**src/ata_wr_map.svh**
```systemverilog
// Task-file map, opcodes, feature codes, field positions and reset values
// How it works
// Opcodes 30h/31h differ in bit 0; bit 0 set disables media retries.
// A loaded sector count of zero means 256 sectors.
// Write payload enters through the data register as 16-bit words.
// An uncorrectable media error ends the command at the failing sector.
// Address mode bit selects LBA split over four registers, else CHS.
// At the end the count register holds sectors not written.
// At the end the address registers hold the last sector written, or the failing sector on a media failure.
// With write cache on, the retry bit is ignored.
// Mandatory opcodes, queued DMA and security F1h-F6h are accepted.
// Write-verify runs exactly as a sector write, with no read-back.
// Feature 05h enables and 85h disables advanced power management.
// Feature 42h enables and C2h disables acoustic management.
// Feature 44h selects long vendor ECC, BBh selects 4-byte ECC.
// Feature 55h disables read look-ahead, AAh re-enables it.
// Feature 66h disables reverting to defaults, CCh re-enables it.
// Features 06h/86h set/clear power-up in standby; 07h spins up.
// Feature 09h enables and 89h disables address offset mode.
// Unsupported opcode or feature ends with abort flag and error status.
// On completion busy clears; error register shows only ID_NOT_FOUND_FLAG and ABORTED_COMMAND_FLAG.
`ifndef ATA_WR_MAP_SVH
`define ATA_WR_MAP_SVH
`define TF_DATA          3'h0
`define TF_FEAT          3'h1
`define TF_COUNT         3'h2
`define TF_SECT          3'h3
`define TF_CYLLO         3'h4
`define TF_CYLHI         3'h5
`define TF_DEVHD         3'h6
`define TF_CMD           3'h7
`define OP_WRITE_RETRY   8'h30
`define OP_WRITE_NORETRY 8'h31
`define OP_WRITE_VERIFY  8'h3c
`define OP_WRITE_MULTI   8'hc5
`define OP_SET_FEATURES  8'hef
`define FT_WCACHE_ON     8'h02
`define FT_XFER_MODE     8'h03
`define FT_APM_ON        8'h05
`define FT_PUIS_ON       8'h06
`define FT_SPIN_UP       8'h07
`define FT_OFFSET_ON     8'h09
`define FT_AAM_ON        8'h42
`define FT_ECC_LONG      8'h44
`define FT_LOOK_OFF      8'h55
`define FT_REL_ON        8'h5d
`define FT_REVERT_OFF    8'h66
`define FT_WCACHE_OFF    8'h82
`define FT_APM_OFF       8'h85
`define FT_PUIS_OFF      8'h86
`define FT_OFFSET_OFF    8'h89
`define FT_LOOK_ON       8'haa
`define FT_ECC_4         8'hbb
`define FT_AAM_OFF       8'hc2
`define FT_REVERT_ON     8'hcc
`define FT_REL_OFF       8'hdd
`define FL_APM           0
`define FL_AAM           1
`define FL_ECC_LONG      2
`define FL_NO_LOOK       3
`define FL_NO_REVERT     4
`define FL_PUIS          5
`define FL_OFFSET        6
`define FL_WCACHE        7
`define FLAGS_RST        8'h00
`define ST_BSY           7
`define ST_RDY           6
`define ST_DSC           4
`define ST_DRQ           3
`define ST_ERR           0
`define ERR_IDN          4
`define ERR_ABT          2
`define DH_LBA           6
`define DH_HEAD          3:0
`define SECT_PER_TRACK   8'h3f
`define SECT_FIRST       8'h01
`define HEAD_LAST        4'hf
`define COUNT_ZERO_SECTS 9'h100
`define TF_RST           8'h00
`endif

```
**src/ata_wr_pkg.sv**
```systemverilog
// Types shared by the sector-write command decoder
package ata_wr_pkg;
  typedef enum logic [1:0] {CMD_WRITE, CMD_FEATURE, CMD_OTHER, CMD_REJECT} cmd_class_e;
  typedef enum logic {ST_IDLE, ST_XFER} state_e;
  typedef logic [7:0] byte_t;
endpackage : ata_wr_pkg

```
**src/ata_wr_fifo.sv**
```systemverilog
// Word FIFO between host data register and media write path
`timescale 1ns/1ns
module ata_wr_fifo #(
  parameter int WIDTH = 16,
  parameter int DEPTH = 16
) (
  input  wire logic             core_clk,
  input  wire logic             reset,
  input  wire logic             flush,
  input  wire logic             inValid,
  output logic                  inReady,
  input  wire logic [WIDTH-1:0] inData,
  output logic                  outValid,
  input  wire logic             outReady,
  output logic      [WIDTH-1:0] outData
);
  // Depth must be a power of two so pointers wrap by themselves
  localparam int AW = $clog2(DEPTH);
  logic [WIDTH-1:0] mem [DEPTH];
  logic [AW-1:0]    wrPtr_r;
  logic [AW-1:0]    rdPtr_r;
  logic [AW:0]      level_r;
  logic             push;
  logic             pop;

  assign inReady  = level_r != (AW+1)'(DEPTH);
  assign outValid = level_r != '0;
  assign outData  = mem[rdPtr_r];
  assign push     = inValid && inReady;
  assign pop      = outValid && outReady;

  always_ff @(posedge core_clk)
  begin
    if (push)
      mem[wrPtr_r] <= inData;
  end

  always_ff @(posedge core_clk)
  begin
    if (reset || flush)
    begin
      wrPtr_r <= '0;
      rdPtr_r <= '0;
      level_r <= '0;
    end
    else
    begin
      if (push)
        wrPtr_r <= wrPtr_r + 1'b1;
      if (pop)
        rdPtr_r <= rdPtr_r + 1'b1;
      if (push && !pop)
        level_r <= level_r + 1'b1;
      else if (pop && !push)
        level_r <= level_r - 1'b1;
    end
  end
endmodule : ata_wr_fifo

```
**src/ata_cmd_classify.sv**
```systemverilog
// Opcode acceptance and feature subcommand decode
`timescale 1ns/1ns
`include "ata_wr_map.svh"
module ata_cmd_classify (
  input  wire ata_wr_pkg::byte_t      opcode,
  input  wire ata_wr_pkg::byte_t      featCode,
  output ata_wr_pkg::cmd_class_e      cmdClass,
  output logic                        featOk,
  output ata_wr_pkg::byte_t           featSet,
  output ata_wr_pkg::byte_t           featClr,
  output logic                        featSpin
);
  import ata_wr_pkg::*;

  function automatic byte_t bitOf(input int pos);
    bitOf = byte_t'(1) << pos;
  endfunction : bitOf

  always_comb
  begin
    cmdClass = CMD_REJECT;
    unique casez (opcode)
      `OP_WRITE_RETRY, `OP_WRITE_NORETRY, `OP_WRITE_MULTI,
      `OP_WRITE_VERIFY:
        cmdClass = CMD_WRITE;
      `OP_SET_FEATURES:
        cmdClass = CMD_FEATURE;
      8'h00, 8'h1?, 8'h20, 8'h21, 8'h22, 8'h23, 8'h32, 8'h33,
      8'h40, 8'h41, 8'h50, 8'h7?, 8'h90, 8'h91, 8'ha2, 8'hb0,
      8'hc4, 8'hc6, 8'hc7, 8'hc8, 8'hc9, 8'hca, 8'hcb, 8'hcc,
      8'he0, 8'he1, 8'he2, 8'he3, 8'he4, 8'he5, 8'he6, 8'he7,
      8'he8, 8'hec, 8'hf0, 8'hf1, 8'hf2, 8'hf3, 8'hf4, 8'hf5,
      8'hf6, 8'hf7, 8'hf8, 8'hf9:
        cmdClass = CMD_OTHER;
      default:
        cmdClass = CMD_REJECT;
    endcase
  end

  always_comb
  begin
    featOk   = 1'b1;
    featSet  = '0;
    featClr  = '0;
    featSpin = 1'b0;
    unique case (featCode)
      `FT_WCACHE_ON:  featSet = bitOf(`FL_WCACHE);
      `FT_WCACHE_OFF: featClr = bitOf(`FL_WCACHE);
      `FT_APM_ON:     featSet = bitOf(`FL_APM);
      `FT_APM_OFF:    featClr = bitOf(`FL_APM);
      `FT_AAM_ON:     featSet = bitOf(`FL_AAM);
      `FT_AAM_OFF:    featClr = bitOf(`FL_AAM);
      `FT_ECC_LONG:   featSet = bitOf(`FL_ECC_LONG);
      `FT_ECC_4:      featClr = bitOf(`FL_ECC_LONG);
      `FT_LOOK_OFF:   featSet = bitOf(`FL_NO_LOOK);
      `FT_LOOK_ON:    featClr = bitOf(`FL_NO_LOOK);
      `FT_REVERT_OFF: featSet = bitOf(`FL_NO_REVERT);
      `FT_REVERT_ON:  featClr = bitOf(`FL_NO_REVERT);
      `FT_PUIS_ON:    featSet = bitOf(`FL_PUIS);
      `FT_PUIS_OFF:   featClr = bitOf(`FL_PUIS);
      `FT_SPIN_UP:    featSpin = 1'b1;
      `FT_OFFSET_ON:  featSet = bitOf(`FL_OFFSET);
      `FT_OFFSET_OFF: featClr = bitOf(`FL_OFFSET);
      `FT_XFER_MODE, `FT_REL_ON, `FT_REL_OFF:
        featOk = 1'b1;
      default:
        featOk = 1'b0;
    endcase
  end
endmodule : ata_cmd_classify

```
**src/ata_sector_write_cmd_decode.sv**
```systemverilog
// Drive-side task file and sector-write command engine
`timescale 1ns/1ns
`include "ata_wr_map.svh"
module ata_sector_write_cmd_decode (
  input  wire logic               core_clk,
  input  wire logic               reset,
  input  wire logic               hostWrEn,
  input  wire logic [2:0]         hostAddr,
  input  wire logic [15:0]        hostWrData,
  output logic      [15:0]        hostRdData,
  output logic                    hostDrq,
  output logic                    hostWrReady,
  output logic                    mediaValid,
  input  wire logic               mediaReady,
  output logic      [15:0]        mediaData,
  input  wire logic               mediaSectorDone,
  input  wire logic               mediaUncErr,
  input  wire logic               mediaIdnf,
  output logic                    retryDisable,
  output ata_wr_pkg::byte_t       featureFlags,
  output logic                    spinUpReq,
  output logic                    otherCmdValid,
  output ata_wr_pkg::byte_t       otherCmdCode
);
  import ata_wr_pkg::*;

  state_e     state_r;
  byte_t      feat_r;
  byte_t      count_r;
  byte_t      sec_r;
  byte_t      cylLo_r;
  byte_t      cylHi_r;
  byte_t      devHead_r;
  byte_t      errFlags_r;
  byte_t      flags_r;
  byte_t      status;
  logic [8:0] sectorsLeft_r;
  logic [8:0] sectorsStart;
  logic [16:0] wordsLeft_r;
  logic       retryDisable_r;
  logic       spinUp_r;
  logic       otherCmd_r;
  byte_t      otherCode_r;
  logic [15:0] rdData_r;
  cmd_class_e cmdClass;
  logic       featOk;
  byte_t      featSet;
  byte_t      featClr;
  logic       featSpin;
  logic       cmdWr;
  logic       tfWr;
  logic       startWrite;
  logic       startFeat;
  logic       drq;
  logic       busy;
  logic       push;
  logic       fifoInReady;
  logic       xfer;
  logic       failEvt;
  logic       sectEvt;
  logic       lastSect;
  logic       lbaMode;
  logic [27:0] curAddr;
  logic [27:0] nextAddr;

  // Next sector address; LBA is a plain 28-bit count, CHS walks the geometry
  function automatic logic [27:0] advance(input logic lba, input logic [27:0] a);
    logic [27:0] r;
    r = a;
    if (lba)
      r = a + 28'h000_0001;
    else if (a[7:0] != `SECT_PER_TRACK)
      r[7:0] = a[7:0] + 8'h01;
    else
    begin
      r[7:0] = `SECT_FIRST;
      if (a[27:24] != `HEAD_LAST)
        r[27:24] = a[27:24] + 4'h1;
      else
      begin
        r[27:24] = 4'h0;
        r[23:8]  = a[23:8] + 16'h0001;
      end
    end
    advance = r;
  endfunction : advance

  ata_cmd_classify u_classify (
    .opcode   (hostWrData[7:0]),
    .featCode (feat_r),
    .cmdClass (cmdClass),
    .featOk   (featOk),
    .featSet  (featSet),
    .featClr  (featClr),
    .featSpin (featSpin)
  );

  // Host writes to the data register only land while the buffer has room
  ata_wr_fifo #(
    .WIDTH (16),
    .DEPTH (16)
  ) u_fifo (
    .core_clk (core_clk),
    .reset    (reset),
    .flush    (failEvt),
    .inValid  (push),
    .inReady  (fifoInReady),
    .inData   (hostWrData),
    .outValid (mediaValid),
    .outReady (mediaReady),
    .outData  (mediaData)
  );

  assign xfer       = state_r == ST_XFER;
  assign tfWr       = hostWrEn && state_r == ST_IDLE;
  assign cmdWr      = tfWr && hostAddr == `TF_CMD;
  assign startWrite = cmdWr && cmdClass == CMD_WRITE;
  assign startFeat  = cmdWr && cmdClass == CMD_FEATURE;
  assign drq        = xfer && wordsLeft_r != '0;
  assign push       = hostWrEn && hostAddr == `TF_DATA && drq && fifoInReady;
  assign busy       = xfer && !drq;
  assign hostDrq    = drq;
  assign hostWrReady = drq && fifoInReady;
  assign failEvt    = xfer && (mediaUncErr || mediaIdnf);
  assign sectEvt    = xfer && mediaSectorDone && !failEvt;
  assign lastSect   = sectorsLeft_r == 9'h001;
  assign lbaMode    = devHead_r[`DH_LBA];
  assign curAddr    = {devHead_r[`DH_HEAD], cylHi_r, cylLo_r, sec_r};
  assign nextAddr   = advance(lbaMode, curAddr);
  assign sectorsStart = (count_r == `TF_RST) ? `COUNT_ZERO_SECTS
                                             : {1'b0, count_r};

  always_ff @(posedge core_clk)
  begin
    if (reset)
      state_r <= ST_IDLE;
    else
    begin
      unique case (state_r)
        ST_IDLE:
          if (startWrite)
            state_r <= ST_XFER;
        ST_XFER:
          if (failEvt || (sectEvt && lastSect))
            state_r <= ST_IDLE;
      endcase
    end
  end

  always_ff @(posedge core_clk)
  begin
    if (reset)
      sectorsLeft_r <= '0;
    else if (startWrite)
      sectorsLeft_r <= sectorsStart;
    else if (sectEvt)
      sectorsLeft_r <= sectorsLeft_r - 9'h001;
  end

  always_ff @(posedge core_clk)
  begin
    if (reset)
      wordsLeft_r <= '0;
    else if (startWrite)
      wordsLeft_r <= {sectorsStart, 8'h00};
    else if (failEvt)
      wordsLeft_r <= '0;
    else if (push)
      wordsLeft_r <= wordsLeft_r - 17'h0_0001;
  end

  // Address registers stop on the last sector written, or on the failing one
  always_ff @(posedge core_clk)
  begin
    if (reset)
    begin
      sec_r     <= `TF_RST;
      cylLo_r   <= `TF_RST;
      cylHi_r   <= `TF_RST;
      devHead_r <= `TF_RST;
      feat_r    <= `TF_RST;
    end
    else if (tfWr)
    begin
      unique case (hostAddr)
        `TF_FEAT:  feat_r    <= hostWrData[7:0];
        `TF_SECT:  sec_r     <= hostWrData[7:0];
        `TF_CYLLO: cylLo_r   <= hostWrData[7:0];
        `TF_CYLHI: cylHi_r   <= hostWrData[7:0];
        `TF_DEVHD: devHead_r <= hostWrData[7:0];
        default:   feat_r    <= feat_r;
      endcase
    end
    else if (sectEvt && !lastSect)
    begin
      sec_r                 <= nextAddr[7:0];
      cylLo_r               <= nextAddr[15:8];
      cylHi_r               <= nextAddr[23:16];
      devHead_r[`DH_HEAD]   <= nextAddr[27:24];
    end
  end

  always_ff @(posedge core_clk)
  begin
    if (reset)
      count_r <= `TF_RST;
    else if (tfWr && hostAddr == `TF_COUNT)
      count_r <= hostWrData[7:0];
    else if (failEvt)
      count_r <= sectorsLeft_r[7:0];
    else if (sectEvt && lastSect)
      count_r <= `TF_RST;
  end

  // New command clears flags and sets abort if rejected; media failures set flags during a transfer
  always_ff @(posedge core_clk)
  begin
    if (reset)
      errFlags_r <= `TF_RST;
    else if (cmdWr)
    begin
      errFlags_r <= `TF_RST;
      if (cmdClass == CMD_REJECT || (cmdClass == CMD_FEATURE && !featOk))
        errFlags_r[`ERR_ABT] <= 1'b1;
    end
    else if (failEvt)
    begin
      errFlags_r[`ERR_ABT] <= mediaUncErr;
      errFlags_r[`ERR_IDN] <= mediaIdnf;
    end
  end

  always_ff @(posedge core_clk)
  begin
    if (reset)
      flags_r <= `FLAGS_RST;
    else if (startFeat && featOk)
      flags_r <= (flags_r | featSet) & ~featClr;
  end

  // Cache on means the retry bit is ignored
  always_ff @(posedge core_clk)
  begin
    if (reset)
      retryDisable_r <= 1'b0;
    else if (startWrite)
      retryDisable_r <= hostWrData[7:0] == `OP_WRITE_NORETRY
                        && !flags_r[`FL_WCACHE];
  end

  always_ff @(posedge core_clk)
  begin
    if (reset)
    begin
      spinUp_r    <= 1'b0;
      otherCmd_r  <= 1'b0;
      otherCode_r <= `TF_RST;
    end
    else
    begin
      spinUp_r   <= startFeat && featOk && featSpin;
      otherCmd_r <= cmdWr && cmdClass == CMD_OTHER;
      if (cmdWr && cmdClass == CMD_OTHER)
        otherCode_r <= hostWrData[7:0];
    end
  end

  always_comb
  begin
    status          = '0;
    status[`ST_BSY] = busy;
    status[`ST_RDY] = 1'b1;
    status[`ST_DSC] = 1'b1;
    status[`ST_DRQ] = drq;
    status[`ST_ERR] = errFlags_r != `TF_RST;
  end

  always_ff @(posedge core_clk)
  begin
    if (reset)
      rdData_r <= '0;
    else
    begin
      unique case (hostAddr)
        `TF_DATA:  rdData_r <= '0;
        `TF_FEAT:  rdData_r <= {8'h00, errFlags_r};
        `TF_COUNT: rdData_r <= {8'h00, count_r};
        `TF_SECT:  rdData_r <= {8'h00, sec_r};
        `TF_CYLLO: rdData_r <= {8'h00, cylLo_r};
        `TF_CYLHI: rdData_r <= {8'h00, cylHi_r};
        `TF_DEVHD: rdData_r <= {8'h00, devHead_r};
        `TF_CMD:   rdData_r <= {8'h00, status};
      endcase
    end
  end

  assign hostRdData    = rdData_r;
  assign retryDisable  = retryDisable_r;
  assign featureFlags  = flags_r;
  assign spinUpReq     = spinUp_r;
  assign otherCmdValid = otherCmd_r;
  assign otherCmdCode  = otherCode_r;
endmodule : ata_sector_write_cmd_decode

```
**config.mk**
```make
export PLATFORM = sky130hd
export DESIGN_NAME = ata_sector_write_cmd_decode
export DESIGN_NICKNAME = d
export VERILOG_FILES = /design/src/ata_wr_pkg.sv /design/src/ata_wr_fifo.sv /design/src/ata_cmd_classify.sv /design/src/ata_sector_write_cmd_decode.sv
export VERILOG_INCLUDE_DIRS = /design/src
export SDC_FILE = /design/constraint.sdc
export NUM_CORES = 1
export LEC_CHECK = 0
export ABC_AREA = 1
export BUFFER_PORTS_ARGS = -buffer_cell sky130_fd_sc_hd__buf_2
export CORE_UTILIZATION = 50
export CTS_CLUSTER_DIAMETER = 100
export CTS_CLUSTER_SIZE = 30
export DETAILED_ROUTE_END_ITERATION = 10
export PLACE_DENSITY = 0.77
export SLEW_MARGIN = 40
export SYNTH_ARGS = -nofsm -noshare
export SYNTH_HDL_FRONTEND = slang
export SYNTH_SLANG_ARGS = --single-unit
export TNS_END_PERCENT = 20
```
**constraint.sdc**
```tcl
create_clock -name core_clk -period 4.6 [get_ports core_clk]
set_clock_uncertainty 0.15 [all_clocks]
set_input_delay 0.46 -clock core_clk [delete_from_list [all_inputs] [get_ports core_clk]]
set_output_delay 0.46 -clock core_clk [all_outputs]
set_load 0.02 [all_outputs]
```
==> flow_summary.toml, run 1 <==
[flow_run]
cap_viol_max_count = 0

[critical_path]
cp-endpoint = "u_fifo.level_r[4]$_SDFFE_PP0P_"
cp.required_ns = 4.86
crit_start = "wordsLeft_r[8]$_SDFFE_PP0P_"
crit_type = "flip-flop to flip-flop"
worstSetupEndpointType = "flip-flop"
start_kind = "flip-flop"
worstPathMaxFanout = 23
critPathArrivalTime_ns = 3.70
ff2ff_setup_slack_ns = 1.16
rr_startpoint = "wordsLeft_r[8]$_SDFFE_PP0P_"
rr_worst_depth = 19
reg2reg_to = "u_fifo.level_r[4]$_SDFFE_PP0P_"

[clock_network]
clk_pin_slew_ns = 0.12
clock_sink_count = 377
cts_inserted_buffers = 17
cts_tree = "done"
hold_buffers = 0
htreeDepth = 1
ctsResizeCount = 0
cts-root-buf = "clkbuf_16"
clk_latency_ns = 0.53
postCtsSetupRepairBufs = 0
cts.path.max_buffers = 3

[finish]
final_area_um2 = 18920
multi_input_area_um2 = 6465
ff_latch_area_um2 = 10120
n_fill_cell = 3055
utilization = 0.5464
areaGrowthSynthToFinish_pct = 7.484
final_nets = 1929
drive_gt1_frac = 0.08645

[logic_synthesis]
syn_avg_cell_area_um2 = 9.520
ys_ff_latch = 377
yosysUniqueCellTypes = 54
ys_seq_area_frac = 0.5743
synth_cells = 1849
ys_warn_count = 0
synth_edf_count = 256
synth_area_um2 = 17600
synth_flop_cell = "edfxtp_1"
synth-async-reset-ratio = 0

[timing]
fin_crit_ns = 3.438
rsz0062_at_grt = "no"
worstMarginPinSlew_ns = 0.8418
timing.fmax_mhz = 290.9
hold_ws_ns = 0.08329
slew_headroom = 0.4380
finalSetupViolCount = 0
hold_violations = 0
fin_crit_sh = 0.7473
slew_violations = 0
final.setup.tns_ns = 0

[global_routing]
overflow = 0
grt_max_degree = 77
grt.total_usage = 0.2398
grt_pass1_vias = 12790
grt_first_pass_wirelength_um = 68570
antenna_found_initial = 4

[die]
die-height_um = 189.6
std_cell_rows = 68
die-area_um2 = 35960
initial_core_util = 0.5083
core-area_um2 = 34630
io_pins = 80
die_width_um = 189.6

[worst_hold_path]
hold_depth = 3
worstHoldPathType = "input pin to flip-flop"

[detailed_routing]
wl_per_cell_um = 18.40
vias = 13410
drtAntennaViolNets = 0
drt_wl_total_um = 43320
drt_iter0_markers = 1429
firstDrtPassIters = 5
viasPerCell = 5.698
drcViolationCount = 0

[placement]
dp_hpwl_um = 28870
gp_congestion = 0.9661
placed_area_um2 = 18390
port_buffers = 71

[pwr]
irDropWorstVdd_v = 0.0003255
power_density_nw_per_um2 = 394.1
p_leak_nw = 6.945

[run_status]
status = "finished clean"
[routing by layer]
layer | GRT usage | routed length [um]
met3 | 0.02693 | 2521
met5 | 0 | 23
met2 | 0.4119 | 21160
met4 | 0.06234 | 930
met1 | 0.3226 | 18680
[area by class of cell]
cell class | count | share of cell area
Antenna cell | 2 | 0.0002645
Clock buffer | 25 | 0.02407
Clock inverter | 5 | 0.003174
Inverter | 189 | 0.03763
Multi-Input combinational cell | 1209 | 0.3417
Sequential cell | 377 | 0.5347
Tap cell | 455 | 0.03009
Timing Repair Buffer | 92 | 0.02844
[per-stage QoR]
stage               worst slack [ns]  cells  power, mW
floorplan                      1.633   1856      5.184
global placement               1.126   2322      5.696
detailed placement             1.144   2322      5.741
CTS                            1.218   2352      7.500
global route                  0.8959   2354      7.793
finish                         1.162   2354      7.457
[critical path: stages (launching register included)]
cell,delay (ns)
dfxtp_1,0.37
nor2_1,0.25
nand2_1,0.08
nor2_1,0.22
nand2_1,0.10
nand2_1,0.08
inv_2,0.06
nand3_2,0.05
buf_4,0.25
inv_2,0.17
ha_1,0.28
inv_1,0.13
ha_1,0.29
nand2_1,0.08
nor2_1,0.04
a211oi_1,0.25
o21ai_0,0.11
a21oi_1,0.17
nand2_1,0.06
nor3b_1,0.13
[Yosys cell counts, types with 5 or more instances]
| cell | number | area (um2) |
|---|---|---|
| nand2_1 | 289 | 1085 |
| edfxtp_1 | 256 | 7687 |
| nor2_1 | 187 | 701.9 |
| inv_1 | 177 | 664.4 |
| a21oi_1 | 163 | 815.8 |
| o21ai_0 | 162 | 810.8 |
| dfxtp_1 | 121 | 2422 |
| nand3_1 | 99 | 495.5 |
| o211ai_1 | 71 | 533.0 |
| mux2i_1 | 64 | 640.6 |
| clkbuf_1 | 43 | 161.4 |
| nor3_1 | 20 | 100.1 |
| nand4_1 | 17 | 106.4 |
| buf_2 | 16 | 80.08 |
| ha_1 | 16 | 200.2 |
| a211oi_1 | 12 | 90.09 |
| xor2_1 | 12 | 105.1 |
| a22oi_1 | 11 | 82.58 |
| buf_4 | 11 | 82.58 |
| inv_2 | 9 | 33.78 |
| o22ai_1 | 9 | 56.30 |
| nand2_2 | 8 | 50.05 |
| a31oi_1 | 7 | 43.79 |
| buf_1 | 7 | 26.28 |
| xnor2_1 | 6 | 52.55 |
| o21ai_1 | 5 | 25.02 |
[worst min-delay path by stage]
stage                                    from                            to
5_1_grt                             mediaIdnf    errFlags_r[4]$_SDFFE_PP0P_
3_5_place_dp     otherCmdCode[7]$_SDFFE_PP0P_  otherCmdCode[7]$_SDFFE_PP0P_
6_report                            mediaIdnf    errFlags_r[4]$_SDFFE_PP0P_
4_1_cts                             mediaIdnf    errFlags_r[4]$_SDFFE_PP0P_
2_1_floorplan  u_fifo.rdPtr_r[2]$_SDFFE_PP0P_                     flip-flop
3_3_place_gp   u_fifo.rdPtr_r[2]$_SDFFE_PP0P_                     flip-flop
[layout by cell type (no fill, tap or decap), drive strengths merged, types with 3 or more instances in the layout]
cell,Yosys,layout
a211oi,12,12
a22oi,11,11
nand3,104,104
nor4,4,4
o21a,3,3
nand4,18,18
xnor2,6,6
edfxtp,256,256
clkbuf,45,25
conb,1,8
o21ai,169,169
dfxtp,121,121
inv,187,189
clkinv,2,5
nor3,21,21
buf,36,92
mux2i,64,64
o211ai,71,71
a31oi,7,7
nor2,195,195
nand2,298,298
or2,4,4
xor2,12,12
o22ai,9,9
ha,16,16
a21oi,164,164
[registers in the layout, summed over array words and instances (netlist names), 4 cells and up, named ones only]
register        flops
u_fifo.mem        256
wordsLeft_r        17
sectorsLeft_r       9
count_r             8
cylHi_r             8
cylLo_r             8
devHead_r           8
feat_r              8
featureFlags        8
hostRdData          8
otherCmdCode        8
sec_r               8
u_fifo.level_r      5
u_fifo.rdPtr_r      4
u_fifo.wrPtr_r      4
[report_power, final]
| group | switching [mW] | total (mW) | internal [mW] |
|---|---|---|---|
| clock | 1.06 | 1.78 | 0.726 |
| sequential | 0.135 | 3.81 | 3.67 |
| combinational | 1.22 | 1.87 | 0.649 |
[cell families (layout without fill, tap and decap cells)]
family                   count (synthesis)  count (layout)  share of synthesized area
AND/OR/NAND/NOR                        647             647                     0.1585
multiplexers                            64              64                    0.03639
XOR/XNOR                                18              18                   0.008956
AO/OA/AOI/OAI                          455             455                     0.1469
other                                    1              10                  0.0002130
adder cells (fa/ha/maj)                 17              17                    0.01251
buffers and inverters                  270             311                    0.06219
flip-flops                             377             377                     0.5743
Power figures use the tool's default switching activity.
==> inputs of run 2 (changes only) <==
ABC_AREA = 0   (was 1)
clock period = 3.4 ns   (was 4.6 ns; I/O delays follow)
==> flow_summary.toml, run 2 <==
[critical_path]
crit_path_cell_trace = "or4_4 > nor3b_2 > a31oi_2 > ha_1 > inv_1 > ha_1 > nor2b_1 > o21a_1 > or3_1 > a21oi_1 > xnor2_1 > nor2_1"
start_kind = "flip-flop"
reg2reg_to = "u_fifo.level_r[4]$_SDFFE_PP0P_"
ff2ff_setup_slack_ns = 0.23
crit_start = "wordsLeft_r[12]$_SDFFE_PP0P_"
rr_worst_depth = 12
cp.required_ns = 3.65
rr_startpoint = "wordsLeft_r[12]$_SDFFE_PP0P_"
crit_top_cell = "ha_1"
worst_path_max_delay_cell = "or4_4"
cp-endpoint = "u_fifo.level_r[4]$_SDFFE_PP0P_"
crit_type = "flip-flop to flip-flop"
crit_path_max_incr_delay_ns = 0.57
worstSetupEndpointType = "flip-flop"
worstPathMaxFanout = 6
critPathArrivalTime_ns = 3.42

[logic_synthesis]
yosysUniqueCellTypes = 73
ys_seq_area_frac = 0.6047
synth_edf_count = 256
synth_top_area_cell = "edfxtp_1"
synth-async-reset-ratio = 0
ys_top_cells_by_count = "edfxtp_1 (256), dfxtp_1 (121), nor2_1 (116), mux4_2 (80), a21oi_1 (79)"
synth_cells = 1285
syn_avg_cell_area_um2 = 13.01
synthTopCellsByArea = "edfxtp_1 (46%), dfxtp_1 (14%), mux4_2 (11%)"
synth_flop_cell = "edfxtp_1"
synth_area_um2 = 16720
yosysMostFrequentCell = "edfxtp_1"
ys_warn_count = 0
ys_ff_latch = 377
synth_top_area_share = 0.4598

[global_routing]
grt_max_degree = 65
grt_first_pass_wirelength_um = 61060
antenna_found_initial = 2
grt.total_usage = 0.2342
overflow = 0
grt_pass1_vias = 10590

[clock_network]
clk_pin_slew_ns = 0.10
postCtsSetupRepairBufs = 0
cts_inserted_buffers = 17
cts.path.max_buffers = 3
clock_sink_count = 377
htreeDepth = 1
clk_latency_ns = 0.54
cts-root-buf = "clkbuf_16"
cts_tree = "done"

[finish]
regMostFlops = "u_fifo.mem"
drive_gt1_frac = 0.1934
reg_top3 = "u_fifo.mem (256), wordsLeft_r (17), sectorsLeft_r (9)"
final_nets = 1393
utilization = 0.5604
largest_reg_flops = 256
final_common_cell = "edfxtp_1"
areaGrowthSynthToFinish_pct = 9.609
diodes = 0
final_cell_mix = "edfxtp_1 (256), dfxtp_1 (119), nor2_1 (104)"
final_cells = 1797

[die]
core-area_um2 = 32700
die_width_um = 184.9
die-height_um = 184.9
io_pins = 80
initial_core_util = 0.5112
die-area_um2 = 34170
std_cell_rows = 66

[pwr]
intPower_mw = 5.944
p_clk_frac = 0.314
irDropWorstVdd_v = 0.0003883
switching_share = 0.2170
power_density_nw_per_um2 = 414.3
pwr-share-seq = 0.648
combPwrFrac = 0.039
p_leak_nw = 5.959
netSwitchingPower_mw = 1.647

[timing]
final.setup.tns_ns = 0
hold_ws_ns = 0.02108
finalSetupViolCount = 0
rsz0062_at_grt = "no"
slew_headroom = 0.4906
slew_violations = 0
fin_crit_sh = 0.9334
hold_violations = 0
timing.fmax_mhz = 315.1
worstMarginPinSlew_ns = 0.7641
fin_crit_ns = 3.174

[detailed_routing]
top_layer = "met5"
vias = 11120
drt_wl_total_um = 39750
drtAntennaViolNets = 0
wl_per_cell_um = 22.12
firstDrtPassIters = 5
drt_iter0_markers = 1234
met3_length_um = 3042
wl_met2_um = 19160
viasPerCell = 6.188
m1WireLength_um = 16490
drcViolationCount = 0

[placement]
gp_congestion = 0.9131
dp_hpwl_um = 25910
port_buffers = 71
dp.cells = 1772

[run_status]
status = "finished clean"

[worst_hold_path]
worstHoldPathType = "input pin to flip-flop"

[flow_run]
cap_viol_max_count = 0
run 2: cell count changes after synthesis, sizes merged, moves of 22 or more:
cell / delta
nand2: -223
inv: -161
o21ai: -115
a21oi: -85
mux4: +80
nor2: -79
nand3: -69
o211ai: -66
mux2i: -36
nand2b: +34
nor3: +22
run 2: power groups by stage:
stage	logic, mW	registers (mW)	clock network [mW]
2_1_floorplan	0.173	5.02	0
3_3_place_gp	0.281	5.02	0
3_5_place_dp	0.288	5.02	0
4_1_cts	0.290	4.91	2.43
5_1_grt	0.319	4.92	2.59
6_report	0.293	4.92	2.38
run 2: area by class of cell:
class | instances | area, um2
clock inverter | 4 | 66.31
timing repair buffer | 124 | 830.8
fill | 2656 | 14380
multi-input combinational | 804 | 6226
sequential | 377 | 10110
clock buffer | 20 | 436.7
inverter | 26 | 97.59
tap | 442 | 553.0
run 2: worst min path at each step:
| stage | startpoint | end | slack [ns] | cells after the start |
|---|---|---|---|---|
| floorplan | hostWrData[0] | u_fifo.mem[0][0]$_DFFE_PP_ | 0.29 | 0 |
| global placement | retryDisable$_SDFFE_PP0P_ | retryDisable$_SDFFE_PP0P_ | 0.29 | 2 |
| detailed placement | retryDisable$_SDFFE_PP0P_ | retryDisable$_SDFFE_PP0P_ | 0.30 | 2 |
| CTS | hostWrData[15] | u_fifo.mem[6][15]$_DFFE_PP_ | 0.004 | 1 |
| global route | hostWrData[13] | u_fifo.mem[8][13]$_DFFE_PP_ | 0.008 | 1 |
| finish | hostWrData[10] | u_fifo.mem[0][10]$_DFFE_PP_ | 0.02 | 1 |
run 2: metal layers:
| layer | global-route usage | vias up |
|---|---|---|
| met3 | 0.03559 | 74 |
| met1 | 0.3191 | 5484 |
| li1 | - | 5023 |
| met5 | 0 | - |
| met4 | 0.06843 | 4 |
| met2 | 0.3889 | 534 |
run 2: repair_timing:
| action | in CTS | in global routing |
|---|---|---|
| endpoints found under the hold margin | 3 | 0 |
| gates resized for setup | 0 | 0 |
| hold buffers | 1 | 0 |
run 2: kinds of logic (layout without fill, tap and decap cells):
family                   count (synthesis)  count (layout)  share of synthesized area
buffers and inverters                  111             174                    0.02851
AO/OA/AOI/OAI                          240             240                    0.09235
XOR/XNOR                                22              22                    0.01152
other                                    1               8                  0.0002243
AND/OR/NAND/NOR                        404             404                     0.1216
multiplexers                           113             113                     0.1279
flip-flops                             377             377                     0.6047
adder cells (fa/ha/maj)                 17              17                    0.01317
run 2: worst max-delay path, delay by kind of cell (launching register included):
kind                       cells  cell delay [ns]
and+or+nand+nor                5             1.29
buffers and inverters          1             0.12
AOI/OAI and AO/OA              3             0.48
DFF                            1             0.37
adders and majority gates      2             0.50
xor gates and xnor gates       1             0.13
run 2: per-stage QoR:
stage	cell area (um2)	power (mW)	setup WS, ns
global placement	17810	5.299	0.1777
finish	18330	7.591	0.2263
detailed placement	17810	5.307	0.1692
floorplan	16750	5.188	0.01383
CTS	18330	7.634	0.2249
global route	18330	7.822	0.02076
